--- src/timer_defs.svh ---
// Offsets, field positions, reset values and counts of the 8-bit timer
`ifndef TIMER_DEFS_SVH
`define TIMER_DEFS_SVH

// Register indexes; byte address on the bus is four times the index
`define IDX_PRESC 10'h0D2
`define IDX_COUNT 10'h0D3
`define IDX_CTRL 10'h0D4
`define IDX_EVT_STATUS 10'h0D5
`define IDX_EVT_MASK 10'h0D6

// Reset values
`define RST_PRESC 7'h7F
`define RST_COUNT 8'hFF
`define RST_CTRL 8'h00
`define RST_EVT 2'h0

// Control/status field positions
`define CTRL_ZERO 7
`define CTRL_IEN 6
`define CTRL_DIR 5
`define CTRL_DOUT 4
`define CTRL_RUN 3
`define CTRL_DIV_HI 2
`define CTRL_DIV_LO 0

// Event status and mask field positions
`define EVT_ZERO 0
`define EVT_PWRAP 1

// Internal clock divider: one tick every twelve reference clocks
`define DIV12_LAST 4'hB
`define DIV12_ZERO 4'h0

`endif

--- src/timer_pkg.sv ---
// Types shared by the timer files
package timer_pkg;

    // Prescaler source mode, one-hot
    typedef enum logic [2:0] {
        MODE_EVENT = 3'b001,
        MODE_GATED = 3'b010,
        MODE_OUTPUT = 3'b100
    } mode_t;

    // Divide select field
    typedef logic [2:0] div_sel_t;

endpackage

--- src/prescaled_downcounter_regs.sv ---
// Prescaler, down-counter, control registers and interrupts of the timer
//
// Overview of operation
// RQ1: Prescaler readable/writable, top bit reads zero
// RQ2: Counter read/write anytime, resets to all ones
// RQ3: Zero flag set on counter underflow
// RQ4: Only software clears the zero flag
// RQ5: Interrupt request when flag and enable set
// RQ6: Direction bit zero input, one push-pull output
// RQ7: Data bit drives pin or picks input mode
// RQ8: Run bit low holds prescaler, stops counter
// RQ9: Divide select taps prescaler, two to n
// RQ10: Control register resets to zero
// RQ11: Enabled request wakes from wait and stop
// RQ12: Prescaler counts source edges, reloads all ones
// RQ13: Counter write beats coincident decrement, no flag
// RQ14: Writing zero count or bit seven sets flag
// RQ15: Gated mode counts only while pin high
//
// The implementer's own choice: the Wishbone register port.
`include "timer_defs.svh"
module prescaled_downcounter_regs
    import timer_pkg::*;
(
    input wire logic ref_clk,
    input wire logic rst_n,
    input wire logic wb_cyc,
    input wire logic wb_stb,
    input wire logic wb_we,
    input wire logic [11:0] wb_adr,
    input wire logic [3:0] wb_sel,
    input wire logic [31:0] wb_dat_w,
    output logic [31:0] wb_dat_r,
    output logic wb_ack,
    input wire logic timer_pin_i,
    output logic timer_pin_o,
    output logic timer_pin_oe_n,
    input wire logic wait_mode,
    input wire logic stop_mode,
    output logic timer_irq,
    output logic evt_irq,
    output logic wake
);

    // Bus state
    logic ack_q; // Acknowledge, one cycle per request
    logic [31:0] dat_r_q; // Read data latched on the same edge that raises the ack
    logic [7:0] rd_data; // Read mux
    logic req; // Live request
    logic wr_en; // Write takes effect at the ack edge
    logic presc_wr; // Write to the prescaler
    logic cnt_wr; // Write to the counter
    logic ctrl_wr; // Write to the control/status register
    logic stat_wr; // Write-one-to-clear on event status
    logic mask_wr; // Write to event mask

    // Timer state
    logic [6:0] presc_q; // Prescaler count
    logic [7:0] cnt_q; // Counter value
    logic zero_q; // Zero flag
    logic ien_q; // Zero interrupt enable
    logic dir_q; // Pin direction select
    logic dout_q; // Pin data / input mode select
    logic run_q; // Prescaler run
    div_sel_t div_q; // Divide select
    logic [3:0] div12_q; // Internal divide-by-twelve
    logic pin_lvl_q; // Level driven onto the pin
    logic oe_n_q; // Pin output enable, low while driving
    logic [1:0] stat_q; // Sticky event status
    logic [1:0] mask_q; // Event mask
    logic timer_irq_q; // Timer interrupt request
    logic evt_irq_q; // Masked event interrupt
    logic wake_q; // Low-power wake request

    // Derived signals
    mode_t mode; // Current prescaler source mode
    logic pin_level; // Synchronised pin level
    logic pin_rise; // Synchronised pin rising edge
    logic int_tick; // Internal f/12 tick
    logic src_tick; // Selected prescaler source edge
    logic presc_tick; // Prescaler decrement
    logic [6:0] tap_mask; // Low prescaler bits for the selected tap
    logic cnt_tick; // Counter decrement
    logic underflow; // Counter passes 00 to FF
    logic zero_set; // Any cause setting the zero flag
    logic presc_wrap; // Prescaler reloads after zero

    // Pin goes through two flops before any logic sees it
    pin_sync u_pin_sync (
        .ref_clk(ref_clk),
        .rst_n(rst_n),
        .pin_async(timer_pin_i),
        .level(pin_level),
        .rise(pin_rise)
    );

    // Decode of a live request and the writes it carries
    assign req = wb_cyc & wb_stb;
    assign wr_en = req & wb_we & ack_q & wb_sel[0];
    assign presc_wr = wr_en & (wb_adr[11:2] == `IDX_PRESC);
    assign cnt_wr = wr_en & (wb_adr[11:2] == `IDX_COUNT);
    assign ctrl_wr = wr_en & (wb_adr[11:2] == `IDX_CTRL);
    assign stat_wr = wr_en & (wb_adr[11:2] == `IDX_EVT_STATUS);
    assign mask_wr = wr_en & (wb_adr[11:2] == `IDX_EVT_MASK);

    // One-cycle ack; dropped the cycle after it was given
    always_ff @(posedge ref_clk or negedge rst_n) begin
        if (!rst_n) begin
            ack_q <= 1'b0;
        end else begin
            ack_q <= req & ~ack_q;
        end
    end

    // Read mux; unmapped indexes read as zero
    always_comb begin
        rd_data = 8'h00;
        unique case (wb_adr[11:2])
            `IDX_PRESC: rd_data = {1'b0, presc_q}; // RQ1
            `IDX_COUNT: rd_data = cnt_q; // RQ2
            `IDX_CTRL: rd_data = {zero_q, ien_q, dir_q, dout_q, run_q, div_q};
            `IDX_EVT_STATUS: rd_data = {6'h00, stat_q};
            `IDX_EVT_MASK: rd_data = {6'h00, mask_q};
            default: rd_data = 8'h00;
        endcase
    end

    // Read data captured while the ack is being raised
    always_ff @(posedge ref_clk or negedge rst_n) begin
        if (!rst_n) begin
            dat_r_q <= 32'h00000000;
        end else if (req & ~ack_q & ~wb_we) begin
            dat_r_q <= {24'h000000, rd_data};
        end
    end

    // Mode from direction and data bits
    always_comb begin
        if (dir_q) begin
            mode = MODE_OUTPUT; // RQ7
        end else if (dout_q) begin
            mode = MODE_GATED; // RQ7
        end else begin
            mode = MODE_EVENT;
        end
    end

    // Internal divide-by-twelve; frozen in stop mode
    always_ff @(posedge ref_clk or negedge rst_n) begin
        if (!rst_n) begin
            div12_q <= `DIV12_ZERO;
        end else if (stop_mode) begin
            div12_q <= div12_q;
        end else if (div12_q == `DIV12_LAST) begin
            div12_q <= `DIV12_ZERO;
        end else begin
            div12_q <= div12_q + 4'h1;
        end
    end

    assign int_tick = ~stop_mode & (div12_q == `DIV12_LAST);

    // Source select; only pin events keep counting in stop mode
    always_comb begin
        src_tick = 1'b0;
        unique case (mode)
            MODE_EVENT: src_tick = pin_rise; // RQ12
            MODE_GATED: src_tick = int_tick & pin_level; // RQ15
            MODE_OUTPUT: src_tick = int_tick; // RQ12
        endcase
    end

    assign presc_tick = run_q & src_tick; // RQ8
    assign presc_wrap = presc_tick & (presc_q == 7'h00) & ~presc_wr;

    // Tap n fires once every two to the n prescaler steps
    assign tap_mask = 7'((8'h01 << div_q) - 8'h01); // RQ9
    assign cnt_tick = presc_tick & ((presc_q & tap_mask) == 7'h00); // RQ9

    // Prescaler: held at all ones when stopped, else counts down
    always_ff @(posedge ref_clk or negedge rst_n) begin
        if (!rst_n) begin
            presc_q <= `RST_PRESC;
        end else if (!run_q) begin
            presc_q <= `RST_PRESC; // RQ8
        end else if (presc_wr) begin
            presc_q <= wb_dat_w[6:0]; // RQ1
        end else if (presc_tick) begin
            if (presc_q == 7'h00) begin
                presc_q <= `RST_PRESC; // RQ12
            end else begin
                presc_q <= presc_q - 7'h01; // RQ12
            end
        end
    end

    // A write always wins, so a coincident decrement is dropped
    assign underflow = run_q & cnt_tick & (cnt_q == 8'h00) & ~cnt_wr; // RQ13

    // Counter: written on the fly, wraps 00 to FF
    always_ff @(posedge ref_clk or negedge rst_n) begin
        if (!rst_n) begin
            cnt_q <= `RST_COUNT; // RQ2
        end else if (cnt_wr) begin
            cnt_q <= wb_dat_w[7:0]; // RQ13
        end else if (run_q & cnt_tick) begin
            cnt_q <= cnt_q - 8'h01; // RQ8
        end
    end

    // Every cause that sets the zero flag
    assign zero_set = underflow // RQ3
        | (cnt_wr & (wb_dat_w[7:0] == 8'h00)) // RQ14
        | (ctrl_wr & wb_dat_w[`CTRL_ZERO]); // RQ14

    // Zero flag: set beats a software clear in the same cycle
    always_ff @(posedge ref_clk or negedge rst_n) begin
        if (!rst_n) begin
            zero_q <= 1'b0; // RQ10
        end else if (zero_set) begin
            zero_q <= 1'b1; // RQ3
        end else if (ctrl_wr) begin
            zero_q <= 1'b0; // RQ4
        end
    end

    // Control bits other than the flag
    always_ff @(posedge ref_clk or negedge rst_n) begin
        if (!rst_n) begin
            ien_q <= 1'b0; // RQ10
            dir_q <= 1'b0; // RQ10
            dout_q <= 1'b0;
            run_q <= 1'b0; // RQ10
            div_q <= 3'h0; // RQ10
        end else if (ctrl_wr) begin
            ien_q <= wb_dat_w[`CTRL_IEN];
            dir_q <= wb_dat_w[`CTRL_DIR]; // RQ6
            dout_q <= wb_dat_w[`CTRL_DOUT];
            run_q <= wb_dat_w[`CTRL_RUN]; // RQ8
            div_q <= wb_dat_w[`CTRL_DIV_HI:`CTRL_DIV_LO]; // RQ9
        end
    end

    // Pin level latched from the data bit as the flag rises
    always_ff @(posedge ref_clk or negedge rst_n) begin
        if (!rst_n) begin
            pin_lvl_q <= 1'b0;
        end else if (zero_set & ~zero_q) begin
            pin_lvl_q <= dout_q; // RQ7
        end
    end

    // Pin driver enable; push-pull only in output mode
    always_ff @(posedge ref_clk or negedge rst_n) begin
        if (!rst_n) begin
            oe_n_q <= 1'b1;
        end else begin
            oe_n_q <= ~dir_q; // RQ6
        end
    end

    // Sticky events, write one to clear, set wins
    always_ff @(posedge ref_clk or negedge rst_n) begin
        if (!rst_n) begin
            stat_q <= `RST_EVT;
        end else begin
            stat_q[`EVT_ZERO] <= (zero_set & ~zero_q) | (stat_q[`EVT_ZERO]
                & ~(stat_wr & wb_dat_w[`EVT_ZERO]));
            stat_q[`EVT_PWRAP] <= presc_wrap | (stat_q[`EVT_PWRAP]
                & ~(stat_wr & wb_dat_w[`EVT_PWRAP]));
        end
    end

    // Event mask
    always_ff @(posedge ref_clk or negedge rst_n) begin
        if (!rst_n) begin
            mask_q <= `RST_EVT;
        end else if (mask_wr) begin
            mask_q <= wb_dat_w[1:0];
        end
    end

    // Interrupt and wake outputs, all registered
    always_ff @(posedge ref_clk or negedge rst_n) begin
        if (!rst_n) begin
            timer_irq_q <= 1'b0;
            evt_irq_q <= 1'b0;
            wake_q <= 1'b0;
        end else begin
            timer_irq_q <= zero_q & ien_q; // RQ5
            evt_irq_q <= |(stat_q & mask_q);
            wake_q <= (wait_mode | stop_mode) & zero_q & ien_q; // RQ11
        end
    end

    assign wb_ack = ack_q;
    assign wb_dat_r = dat_r_q;
    assign timer_pin_o = pin_lvl_q;
    assign timer_pin_oe_n = oe_n_q;
    assign timer_irq = timer_irq_q;
    assign evt_irq = evt_irq_q;
    assign wake = wake_q;
endmodule // prescaled_downcounter_regs

--- src/pin_sync.sv ---
// Two-stage synchroniser with rising-edge detect for the timer pin
module pin_sync (
    input wire logic ref_clk,
    input wire logic rst_n,
    input wire logic pin_async,
    output logic level,
    output logic rise
);

    logic meta_q; // First stage, read only by the second
    logic sync_q; // Second stage, safe to use
    logic prev_q; // Previous safe level for edge detect

    // Synchroniser chain and edge history
    always_ff @(posedge ref_clk or negedge rst_n) begin
        if (!rst_n) begin
            meta_q <= 1'b0;
            sync_q <= 1'b0;
            prev_q <= 1'b0;
        end else begin
            meta_q <= pin_async;
            sync_q <= meta_q;
            prev_q <= sync_q;
        end
    end

    assign level = sync_q;
    assign rise = sync_q & ~prev_q;

endmodule // pin_sync

--- config.mk ---
export PLATFORM = sky130hd
export DESIGN_NAME = prescaled_downcounter_regs
export DESIGN_NICKNAME = d
export VERILOG_FILES = /design/src/timer_pkg.sv /design/src/prescaled_downcounter_regs.sv /design/src/pin_sync.sv
export VERILOG_INCLUDE_DIRS = /design/src
export SDC_FILE = /design/constraint.sdc
export NUM_CORES = 1
export LEC_CHECK = 0
export ABC_CLOCK_PERIOD_IN_PS = 3200
export BUFFER_PORTS_ARGS = -buffer_cell sky130_fd_sc_hd__buf_2
export CORE_MARGIN = 2
export CORE_UTILIZATION = 50
export DETAILED_ROUTE_END_ITERATION = 8
export PLACE_DENSITY_LB_ADDON = 0.25
export SLEW_MARGIN = 20
export SYNTH_ARGS = -nofsm -noshare
export SYNTH_HDL_FRONTEND = slang
export SYNTH_SLANG_ARGS = --single-unit
--- constraint.sdc ---
create_clock -name ref_clk -period 3.2 [get_ports ref_clk]
set_clock_uncertainty 0.1 [all_clocks]
set_input_delay 0.64 -clock ref_clk [delete_from_list [all_inputs] [get_ports ref_clk]]
set_output_delay 0.64 -clock ref_clk [all_outputs]
set_load 0.05 [all_outputs]
# [Word level (Yosys, flattened, before mapping)]
# Index checks and enable logic that the tools add are counted.
[word_totals] inputBits=56 elab_cells=104 output_inout_bits=38 reg_bits=48
[classes] n_mux=13 shift=1 n_reduce_logical=7 bitwise=48 eq_ne=10 addsub=4
[op_table] cell="equality test 10 x 8 -> 1 bit, second input constant" n=5
[op_table] cell="one-hot mux 8 bit (5 select lines)" n=1
[op_table] cell="AND 1 bit" n=31
[op_table] cell="2-to-1 mux 7 bit" n=4
[op_table] cell="logical NOT 8 bit" n=2
[op_table] cell="2-to-1 mux 8 bit" n=2
[op_table] cell="logical NOT 7 bit" n=2
[op_table] cell="subtractor 7 x 1 -> 7 bit, second input constant" n=2
[op_table] cell="inverter 1 bit" n=10
[op_table] cell="subtractor 8 x 1 -> 8 bit, second input constant" n=1
[op_table] cell="AND 7 bit" n=1
[op_table] cell="<< shifter 1 x 3 -> 7 bit, first input constant" n=1
[op_table] cell="OR 1 bit" n=5
[op_table] cell="adder 4 x 1 -> 4 bit, second input constant" n=1
[op_table] cell="equality test 4 bit, second input constant" n=1
[op_table] cell="2-to-1 mux 4 bit" n=1
[op_table] cell="nonzero test 2 bit" n=2
[op_table] cell="equality test 3 x 1 -> 1 bit, second input constant" n=1
[op_table] cell="equality test 3 x 2 -> 1 bit, second input constant" n=1
[op_table] cell="equality test 3 bit, second input constant" n=1
[op_table] cell="2-to-1 mux 3 bit" n=1
[op_table] cell="!= test 3 x 2 -> 1 bit, second input constant" n=1
[op_table] cell="one-hot mux 1 bit (3 select lines)" n=1
[op_table] cell="AND 2 bit" n=1
[op_table] cell="3 further kinds" n=4

# [Logic depth before layout (Yosys ltp)]
# Gate-level depths: netlist of the first run.
[depth] depth_word=13 mapped_depth=10 depth_no_buf=9

# [Modules after synthesis]
# A second synthesis of the first run with hierarchy kept.
[unflattened] hier_cells=292 hier_area_um2=2827.7
[modules_own_cells] module="prescaled_downcounter_regs" n_inst=1 cells_per_inst=288 area_each_um2=2738.9 seq_area_each_um2=1146.1
[modules_own_cells] module="pin_sync" n_inst=1 cells_per_inst=4 area_each_um2=88.8 seq_area_each_um2=75.1

# [Worst setup path after synthesis of the first run]
# Ideal clock, no wire load.
[synth_timing] path_kind="input to register" startpoint="input port stop_mode" endpoint="register pin_lvl_q, in the netlist timer_pin_o" required_time_ps=2975 path_stages=6 setup_time_ps=125 n_path_buf=1 path_slack_ps=690 t_arrival_ps=2285 path_cell_list="clkbuf_1 nor4b_2 o211ai_1 nor4_2 o21bai_1 mux2_4"
[synth_via] elab_chain_len=12
[synth_lines] item="from (decl)" line_no="prescaled_downcounter_regs.sv:39" text="input wire logic stop_mode,"
[synth_lines] item="inverter 1 bit (*)" line_no="prescaled_downcounter_regs.sv:161" text="assign int_tick = ~stop_mode & (div12_q == `DIV12_LAST);"
[synth_lines] item="AND 1 bit (*)" line_no="prescaled_downcounter_regs.sv:161"
[synth_lines] item="AND 1 bit" line_no="prescaled_downcounter_regs.sv:168" text="MODE_GATED: src_tick = int_tick & pin_level;"
[synth_lines] item="one-hot mux 1 bit (3 select lines) (*)" line_no="prescaled_downcounter_regs.sv:166" text="unique case (mode)"
[synth_lines] item="AND 1 bit (*)" line_no="prescaled_downcounter_regs.sv:173" text="assign presc_tick = run_q & src_tick;"
[synth_lines] item="AND 1 bit (*)" line_no="prescaled_downcounter_regs.sv:178" text="assign cnt_tick = presc_tick & ((presc_q & tap_mask) == 7'h00);"
[synth_lines] item="AND 1 bit (*) (3 in a row)" line_no="prescaled_downcounter_regs.sv:198" text="assign underflow = run_q & cnt_tick & (cnt_q == 8'h00) & ~cnt_wr;"
[synth_lines] item="OR 1 bit (*)" line_no="prescaled_downcounter_regs.sv:213" text="| (cnt_wr & (wb_dat_w[7:0] == 8'h00))"
[synth_lines] item="OR 1 bit (*)" line_no="prescaled_downcounter_regs.sv:212" text="assign zero_set = underflow"
[synth_lines] item="AND 1 bit (*)" line_no="prescaled_downcounter_regs.sv:248" text="end else if (zero_set & ~zero_q) begin"
[synth_lines] item="to (signal assigned)" line_no="prescaled_downcounter_regs.sv:249" text="pin_lvl_q <= dout_q;"
[synth_lines] item="to (decl)" line_no="prescaled_downcounter_regs.sv:67" text="logic pin_lvl_q;"
# Mark *: on every way between the ends. The rest lies on a longest branch, timed or not.
# A chain may end at the register's enable or synchronous reset.

# [Final worst setup path of the first run]
[layout_timing] startpoint="register cnt_q[0]" endpoint="register pin_lvl_q, in the netlist timer_pin_o"
[layout_via] elab_chain_len=6
[layout_lines] item="from (decl)" line_no="prescaled_downcounter_regs.sv:59" text="logic [7:0] cnt_q;"
[layout_lines] item="from (signal assigned)" line_no="prescaled_downcounter_regs.sv:203" text="cnt_q <= `RST_COUNT;"
[layout_lines] item="from (signal assigned)" line_no="prescaled_downcounter_regs.sv:205" text="cnt_q <= wb_dat_w[7:0];"
[layout_lines] item="from (signal assigned)" line_no="prescaled_downcounter_regs.sv:207" text="cnt_q <= cnt_q - 8'h01;"
[layout_lines] item="logical NOT 8 bit" line_no="prescaled_downcounter_regs.sv:198"
[layout_lines] item="AND 1 bit (2 in a row)" line_no="prescaled_downcounter_regs.sv:198"
[layout_lines] item="OR 1 bit" line_no="prescaled_downcounter_regs.sv:213"
[layout_lines] item="OR 1 bit" line_no="prescaled_downcounter_regs.sv:212"
[layout_lines] item="AND 1 bit" line_no="prescaled_downcounter_regs.sv:248"
# No other way between the ends.

==> flow_summary.ini, run 1 <==
[power_and_ir_drop]
pwr_density_cell_nw_per_um2 = 412
total_power_mw = 1.29
ir_worst_vdd_v = 0.000336
p_leak_nw = 1.35

[cells_and_area]
final_cells = 409
area_delta_synth_final_pct = 11.8
antenna_cells = 0
utilization_pct = 57.5
regArea_um2 = 1220
layout-drive-gt1-share_pct = 24.0
multi_input_area_um2 = 1400
final_area_um2 = 3130
nFillCells = 514
final_nets = 396

[flow_run]
maxCapViolCount = 0

[logic_synthesis]
seq_area_frac_synth_pct = 43.6
yosysUniqueCellTypes = 57
netlist_instances = 293
yosysTopAreaCellShare_pct = 28.6
synth_most_common_cell = nand2_1
avgSynthCellArea_um2 = 9.55
yosys-top-cells-count = nand2_1, dfrtp_1, buf_4, dfstp_2, o21ai_1
synth-seq-cells = 48
synth_area_leaders = dfrtp_1, dfstp_2, buf_4
synthArstFlopShare_pct = 100
synth_top_flop_cell = dfrtp_1
syn_area_um2 = 2800
yosysTopAreaCell = dfrtp_1
ys.warnings.count = 0
synth-edff-count = 0

[grt]
grt_pass1_wl_um = 10400
grt_max_degree = 47
antenna_found_initial = 0
first_global_vias = 2117
grt_overflow = 0
track_usage_pct = 21.5

[cts]
clk_latency_ns = 0.31
clk_pin_slew_worst_paths_ns = 0.10
ctsResizeCount = 0
ctsHoldBuffers = 0
htree_levels = 2
cts_tree = built
clkSinkCount = 48
post_cts_buffers = 0
cts.path.max_buffers = 2
ctsRootBufferMaster = clkbuf_8
cts_made_buffers = 5

[drt]
viasPerCell = 5.55
wl_um = 6100
post_drt_wl_per_cell_um = 14.9
drcViolationCount = 0
ant_nets = 0
vias = 2271
drtIter0Drc = 229
dr.pass1.iters = 5

[timing]
setup_viol = 0
hold_violations = 0
maxSlewViolCount = 0
max_freq_mhz = 378
period_minus_slack_ns = 2.64
rsz0062_at_grt = false
slew_headroom_pct = 62.0
tightest_slew_ns = 0.570
setup_tns_ns = 0
period_share_pct = 82.7

[critical_path]
r2r_cells = 8
rr_startpoint = cnt_q[0]$_DFFE_PN1P_
critPathLaunch = cnt_q[0]$_DFFE_PN1P_
cp_data_arrival_time_ns = 2.75
crit_required_ns = 3.30
critPathCaptureType = register
crit_fanout = 4
start_kind = register
critPathKind = register to register

[die]
die_x_um = 78.8
core_area_um2 = 5440
die_area_um2 = 6210
io_pins = 94
std_cell_rows = 27
die-height_um = 78.8
start_util_pct = 51.4

[place]
dpl-instance-area_um2 = 3010
finalWeightedCongestion = 0.807
dp_hpwl_um = 4530
placed_cells = 401
port_buffers = 40

[run_status]
outcome = completed

[hold_path]
hold_class = primary input to asynchronous set/reset pin
## report_power, final
group          internal, mW  switching, mW  total, mW
Clock                 0.235          0.216      0.452
Sequential            0.633         0.0226      0.656
Combinational        0.0520          0.128      0.180
## layout make-up
| cell class | count | share of cell area (%) |
|---|---|---|
| flip-flops and latches | 48 | 39.0 |
| well taps | 72 | 2.88 |
| inverters | 10 | 1.20 |
| repair buffers | 48 | 8.40 |
| clock buffers | 5 | 2.20 |
| clock inverters | 3 | 1.52 |
| multi-input cells | 223 | 44.8 |
## cell usage in the layout (no fill, tap or decap), drive strengths merged, types with 3 or more instances in the layout
| cell | n |
|---|---|
| buf | 48 |
| nand2 | 40 |
| dfrtp | 32 |
| conb | 24 |
| o21ai | 24 |
| dfstp | 16 |
| mux2 | 13 |
| nor2 | 11 |
| nor4 | 11 |
| inv | 10 |
| xnor2 | 10 |
| or3 | 8 |
| nand3 | 7 |
| o211ai | 5 |
| a22oi | 5 |
| a222oi | 5 |
| clkbuf | 5 |
| nor3 | 5 |
| a21oi | 4 |
| ha | 4 |
| nand2b | 3 |
| o21a | 3 |
| and3 | 3 |
| and2 | 3 |
| mux2i | 3 |
## layer usage
metal / vias to the layer above / share of wire, % / GRT usage (%)
li1: 1093 / - / -
met1: 1083 / 44 / 28.4
met2: 86 / 48 / 35.2
met3: 9 / 6.2 / 4.32
met4: 0 / 1.5 / 7.54
met5: - / 0 / 0
## logic make-up after synthesis
group           after synthesis  synth area share, %
buf+inv                      45                 9.39
compound gates               63                 15.3
xor+xnor                     10                 3.13
simple gates                106                 20.2
flops                        48                 43.6
fa+ha+maj                     4                 1.79
mux                          16                 6.44
other cells                   1                0.134
## stage by stage
step	setup slack [ns]	hold slack, ns
finish	0.555	0.213
global route	0.442	0.263
CTS	0.549	0.261
detailed placement	0.489	0.239
global placement	0.535	0.235
floorplan	0.690	0.231
## worst paths after layout
check                                             end  slack [ns]
min                           wb_dat_r[7]$_DFFE_PN0P_        0.21
max in group asynchronous        cnt_q[2]$_DFFE_PN1P_        2.22
min reg2reg                u_pin_sync.level$_DFF_PN0_        0.26
min in group ref_clk       u_pin_sync.level$_DFF_PN0_        0.26
max                           timer_pin_o$_DFFE_PN0P_        0.56
max reg2reg                   timer_pin_o$_DFFE_PN0P_        0.56
## critical path, cell delays in order (launching register included)
cell and delay [ns]:
dfstp_2 0.40, inv_1 0.05, ha_1 0.15, or3b_1 0.38
or3_1 0.35, a2111o_1 0.41, nor4_2 0.24, o21bai_1 0.15
mux2_4 0.31
## sequential cells by signal, summed over array words and instances, names as in the netlist
name / count
dir_q: 1
u_pin_sync.level: 1
div_q: 3
u_pin_sync.prev_q: 1
timer_pin_o: 1
zero_q: 1
timer_pin_oe_n: 1
cnt_q: 8
dout_q: 1
wake: 1
u_pin_sync.meta_q: 1
stat_q: 2
evt_irq: 1
timer_irq: 1
wb_ack: 1
mask_q: 2
presc_q: 7
div12_q: 4
run_q: 1
wb_dat_r: 8
ien_q: 1
No activity file was read; power rests on OpenSTA's default activity.
==> run 2: changes to the inputs <==
Settings changed: ABC_AREA from default to 1, ABC_CLOCK_PERIOD_IN_PS 3200 to 2500.
Clock period 3.2 ns to 2.5 ns, I/O delays scaled along.
==> run 2 against run 1 <==
Effect of this change: register-to-register slack got worse by 0.30 ns; sequential share of layout area fell by 3.5 points; wire length rose by 14%; sequential cell count did not move; core utilization rose by 0.12 points; critical path depth rose by 4; via count rose by 18%; die area rose by 10%; area after synthesis rose by 11%; clock power rose by 29%; cell area rose by 9.7%.
==> flow_summary.ini, run 2 <==
[grt]
first_global_vias = 2351
track_usage_pct = 21.9
antenna_found_initial = 0
grt_overflow = 0
grt_pass1_wl_um = 11200
grt_max_degree = 20

[drt]
dr.pass1.iters = 4
wl_um = 6960
post_drt_wl_per_cell_um = 13.2
drcViolationCount = 0
ant_nets = 0
drtIter0Drc = 161
viasPerCell = 5.09
vias = 2680

[cells_and_area]
final_cell_mix = nand2_1, inv_1, buf_2, nor2_1, o21ai_0
antenna_cells = 0
layout-drive-gt1-share_pct = 23.2
final_common_cell = nand2_1
nFillCells = 575
final_nets = 511
area_delta_synth_final_pct = 10.8

[critical_path]
crit_required_ns = 2.64
critPathCaptureType = register
r2r_slack_ns = 0.26
slowest_stage = dfrtp_1
start_kind = register
path_common_cell = nand2_1
crit_fanout = 11
path_cells = inv_1, nand3_1, ha_1, nand4_1, nand2_1, inv_1, nand2_1, nand3_1, o21ai_4, buf_4, nand2_1, o21ai_0
critical_path.max_stage_delay_ns = 0.51
critPathKind = register to register
r2r_end = cnt_q[0]$_DFFE_PN1P_
r2r_cells = 12
rr_startpoint = div_q[1]$_DFFE_PN0P_
cp_data_arrival_time_ns = 2.38

[timing]
period_share_pct = 89.6
period_minus_slack_ns = 2.24
slew_headroom_pct = 64.1
tightest_slew_ns = 0.536
setup_viol = 0
timing.hold.ws_ns = 0.194
fin_ws_ns = 0.260
maxSlewViolCount = 0
setup_tns_ns = 0
rsz0062_at_grt = false
max_freq_mhz = 446
hold_violations = 0

[cts]
clk_pin_slew_worst_paths_ns = 0.09
ctsRootBufferMaster = clkbuf_8
clk_latency_ns = 0.31
cts_made_buffers = 5
clkSinkCount = 48
cts_tree = built
cts.path.max_buffers = 2
htree_levels = 2
post_cts_buffers = 0

[logic_synthesis]
synth-edff-count = 0
yosysUniqueCellTypes = 40
synthArstFlopShare_pct = 100
avgSynthCellArea_um2 = 7.67
synth_top_flop_cell = dfrtp_1
syn_area_um2 = 3100
yosysTopAreaCellShare_pct = 25.9
synth-xor-area-share_pct = 1.98
yosys-top-cells-count = nand2_1, inv_1, nor2_1, o21ai_0, dfrtp_1
yosysTopAreaCell = dfrtp_1
synth_adder_area_share_pct = 1.62
seq_area_frac_synth_pct = 39.4
synth_area_leaders = dfrtp_1, dfstp_2, nand2_1
synth-seq-cells = 48
yosys.area_share.simple_pct = 30.9
synth_most_common_cell = nand2_1
ys.warnings.count = 0
netlist_instances = 404
synth_compound_area_share_pct = 12.6
synthMuxAreaShare_pct = 0
synth_top_family_by_area = simple AND/OR/NAND/NOR gates

[place]
place_ws_ns = 0.203
finalWeightedCongestion = 0.890
dp_hpwl_um = 5370
port_buffers = 40

[flow_run]
maxCapViolCount = 0

[die]
die_area_um2 = 6840
die-height_um = 82.7
std_cell_rows = 28
start_util_pct = 52.0
core_area_um2 = 5960
die_x_um = 82.7
io_pins = 94

[run_status]
outcome = completed

[hold_path]
hold_path_depth = 1
holdPathEnd = u_pin_sync.meta_q$_DFF_PN0_
hold_class = primary input to register
worstHoldStart = timer_pin_i

[power_and_ir_drop]
pwr_density_cell_nw_per_um2 = 575
ir_worst_vdd_v = 0.000362
p_leak_nw = 1.80
==> run 2: cell count changes in the layout (fill, tap and decap cells not counted), sizes merged, moves of 6 or more <==
cell / before / now
a21oi: 4 / 11
inv: 10 / 50
mux2: 13 / 0
nand2: 40 / 100
nand3: 7 / 33
nand4: 1 / 7
nor2: 11 / 48
nor4: 11 / 1
o21ai: 24 / 42
or3: 8 / 0
xnor2: 10 / 2
==> run 2: kinds of logic after synthesis <==
| logic type | count (synthesis) |
|---|---|
| AND/OR/NAND/NOR | 197 |
| XOR/XNOR | 7 |
| flip-flops | 48 |
| AO/OA/AOI/OAI | 67 |
| other | 1 |
| adder cells (fa/ha/maj) | 4 |
| buffers and inverters | 80 |
==> run 2: critical path: cells and delay by family (launching register included) <==
family,cells,cell delay (ns)
buf+inv,3,0.35
simple gates,6,0.52
compound gates,2,0.42
fa+ha+maj,1,0.26
flops,1,0.51
==> run 2: area by class of cell <==
cell class / count / area [um2] / area share, %
Tap cell: 75 / 93.8 / 2.73
Inverter: 49 / 184 / 5.36
Timing Repair Buffer: 48 / 263 / 7.66
Clock buffer: 5 / 68.8 / 2.01
Clock inverter: 3 / 46.3 / 1.35
Multi-Input combinational cell: 299 / 1560 / 45.3
Sequential cell: 48 / 1220 / 35.6
==> run 2: metrics by stage <==
stage	std cells	utilization, %	cell area, um2	power [mW]
detailed placement	518	55.4	3300	1.39
floorplan	427	-	3180	1.31
global placement	518	55.4	3300	1.38
CTS	527	57.5	3420	1.98
global route	527	57.6	3430	2.08
finish	527	57.6	3430	1.97
==> run 2: repair_timing <==
item	4_1_cts	5_1_grt
endpoints found under the hold margin	12	0
resized for setup	0	1
endpoints found under the setup margin	0	1
hold buffers	1	0
==> run 2: worst max-delay path by stage <==
stage / from / end / slack (ns) / cells past startpoint
finish: div_q[1]$_DFFE_PN0P_ / cnt_q[0]$_DFFE_PN1P_ / 0.26 / 12
global route: div_q[1]$_DFFE_PN0P_ / timer_pin_o$_DFFE_PN0P_ / 0.08 / 13
CTS: div_q[1]$_DFFE_PN0P_ / cnt_q[0]$_DFFE_PN1P_ / 0.17 / 12
detailed placement: div_q[1]$_DFFE_PN0P_ / cnt_q[0]$_DFFE_PN1P_ / 0.20 / 12
global placement: div_q[1]$_DFFE_PN0P_ / cnt_q[3]$_DFFE_PN1P_ / 0.23 / 12
floorplan: wb_ack$_DFF_PN0_ / timer_pin_o$_DFFE_PN0P_ / 0.62 / 11
==> run 2: where the power goes <==
part / switching (mW) / internal [mW] / leakage (nW)
Sequential: 0.0701 / 0.883 / 0.542
Combinational: 0.301 / 0.133 / 1.20
Clock: 0.283 / 0.302 / 0.0548
==> run 2: routing by layer <==
layer	GRT usage [%]	up-vias	wire, um
li1	-	1353	-
met1	30.0	1223	3230
met2	35.8	97	3190
met3	4.02	7	451
met4	6.07	0	86
met5	0	-	0
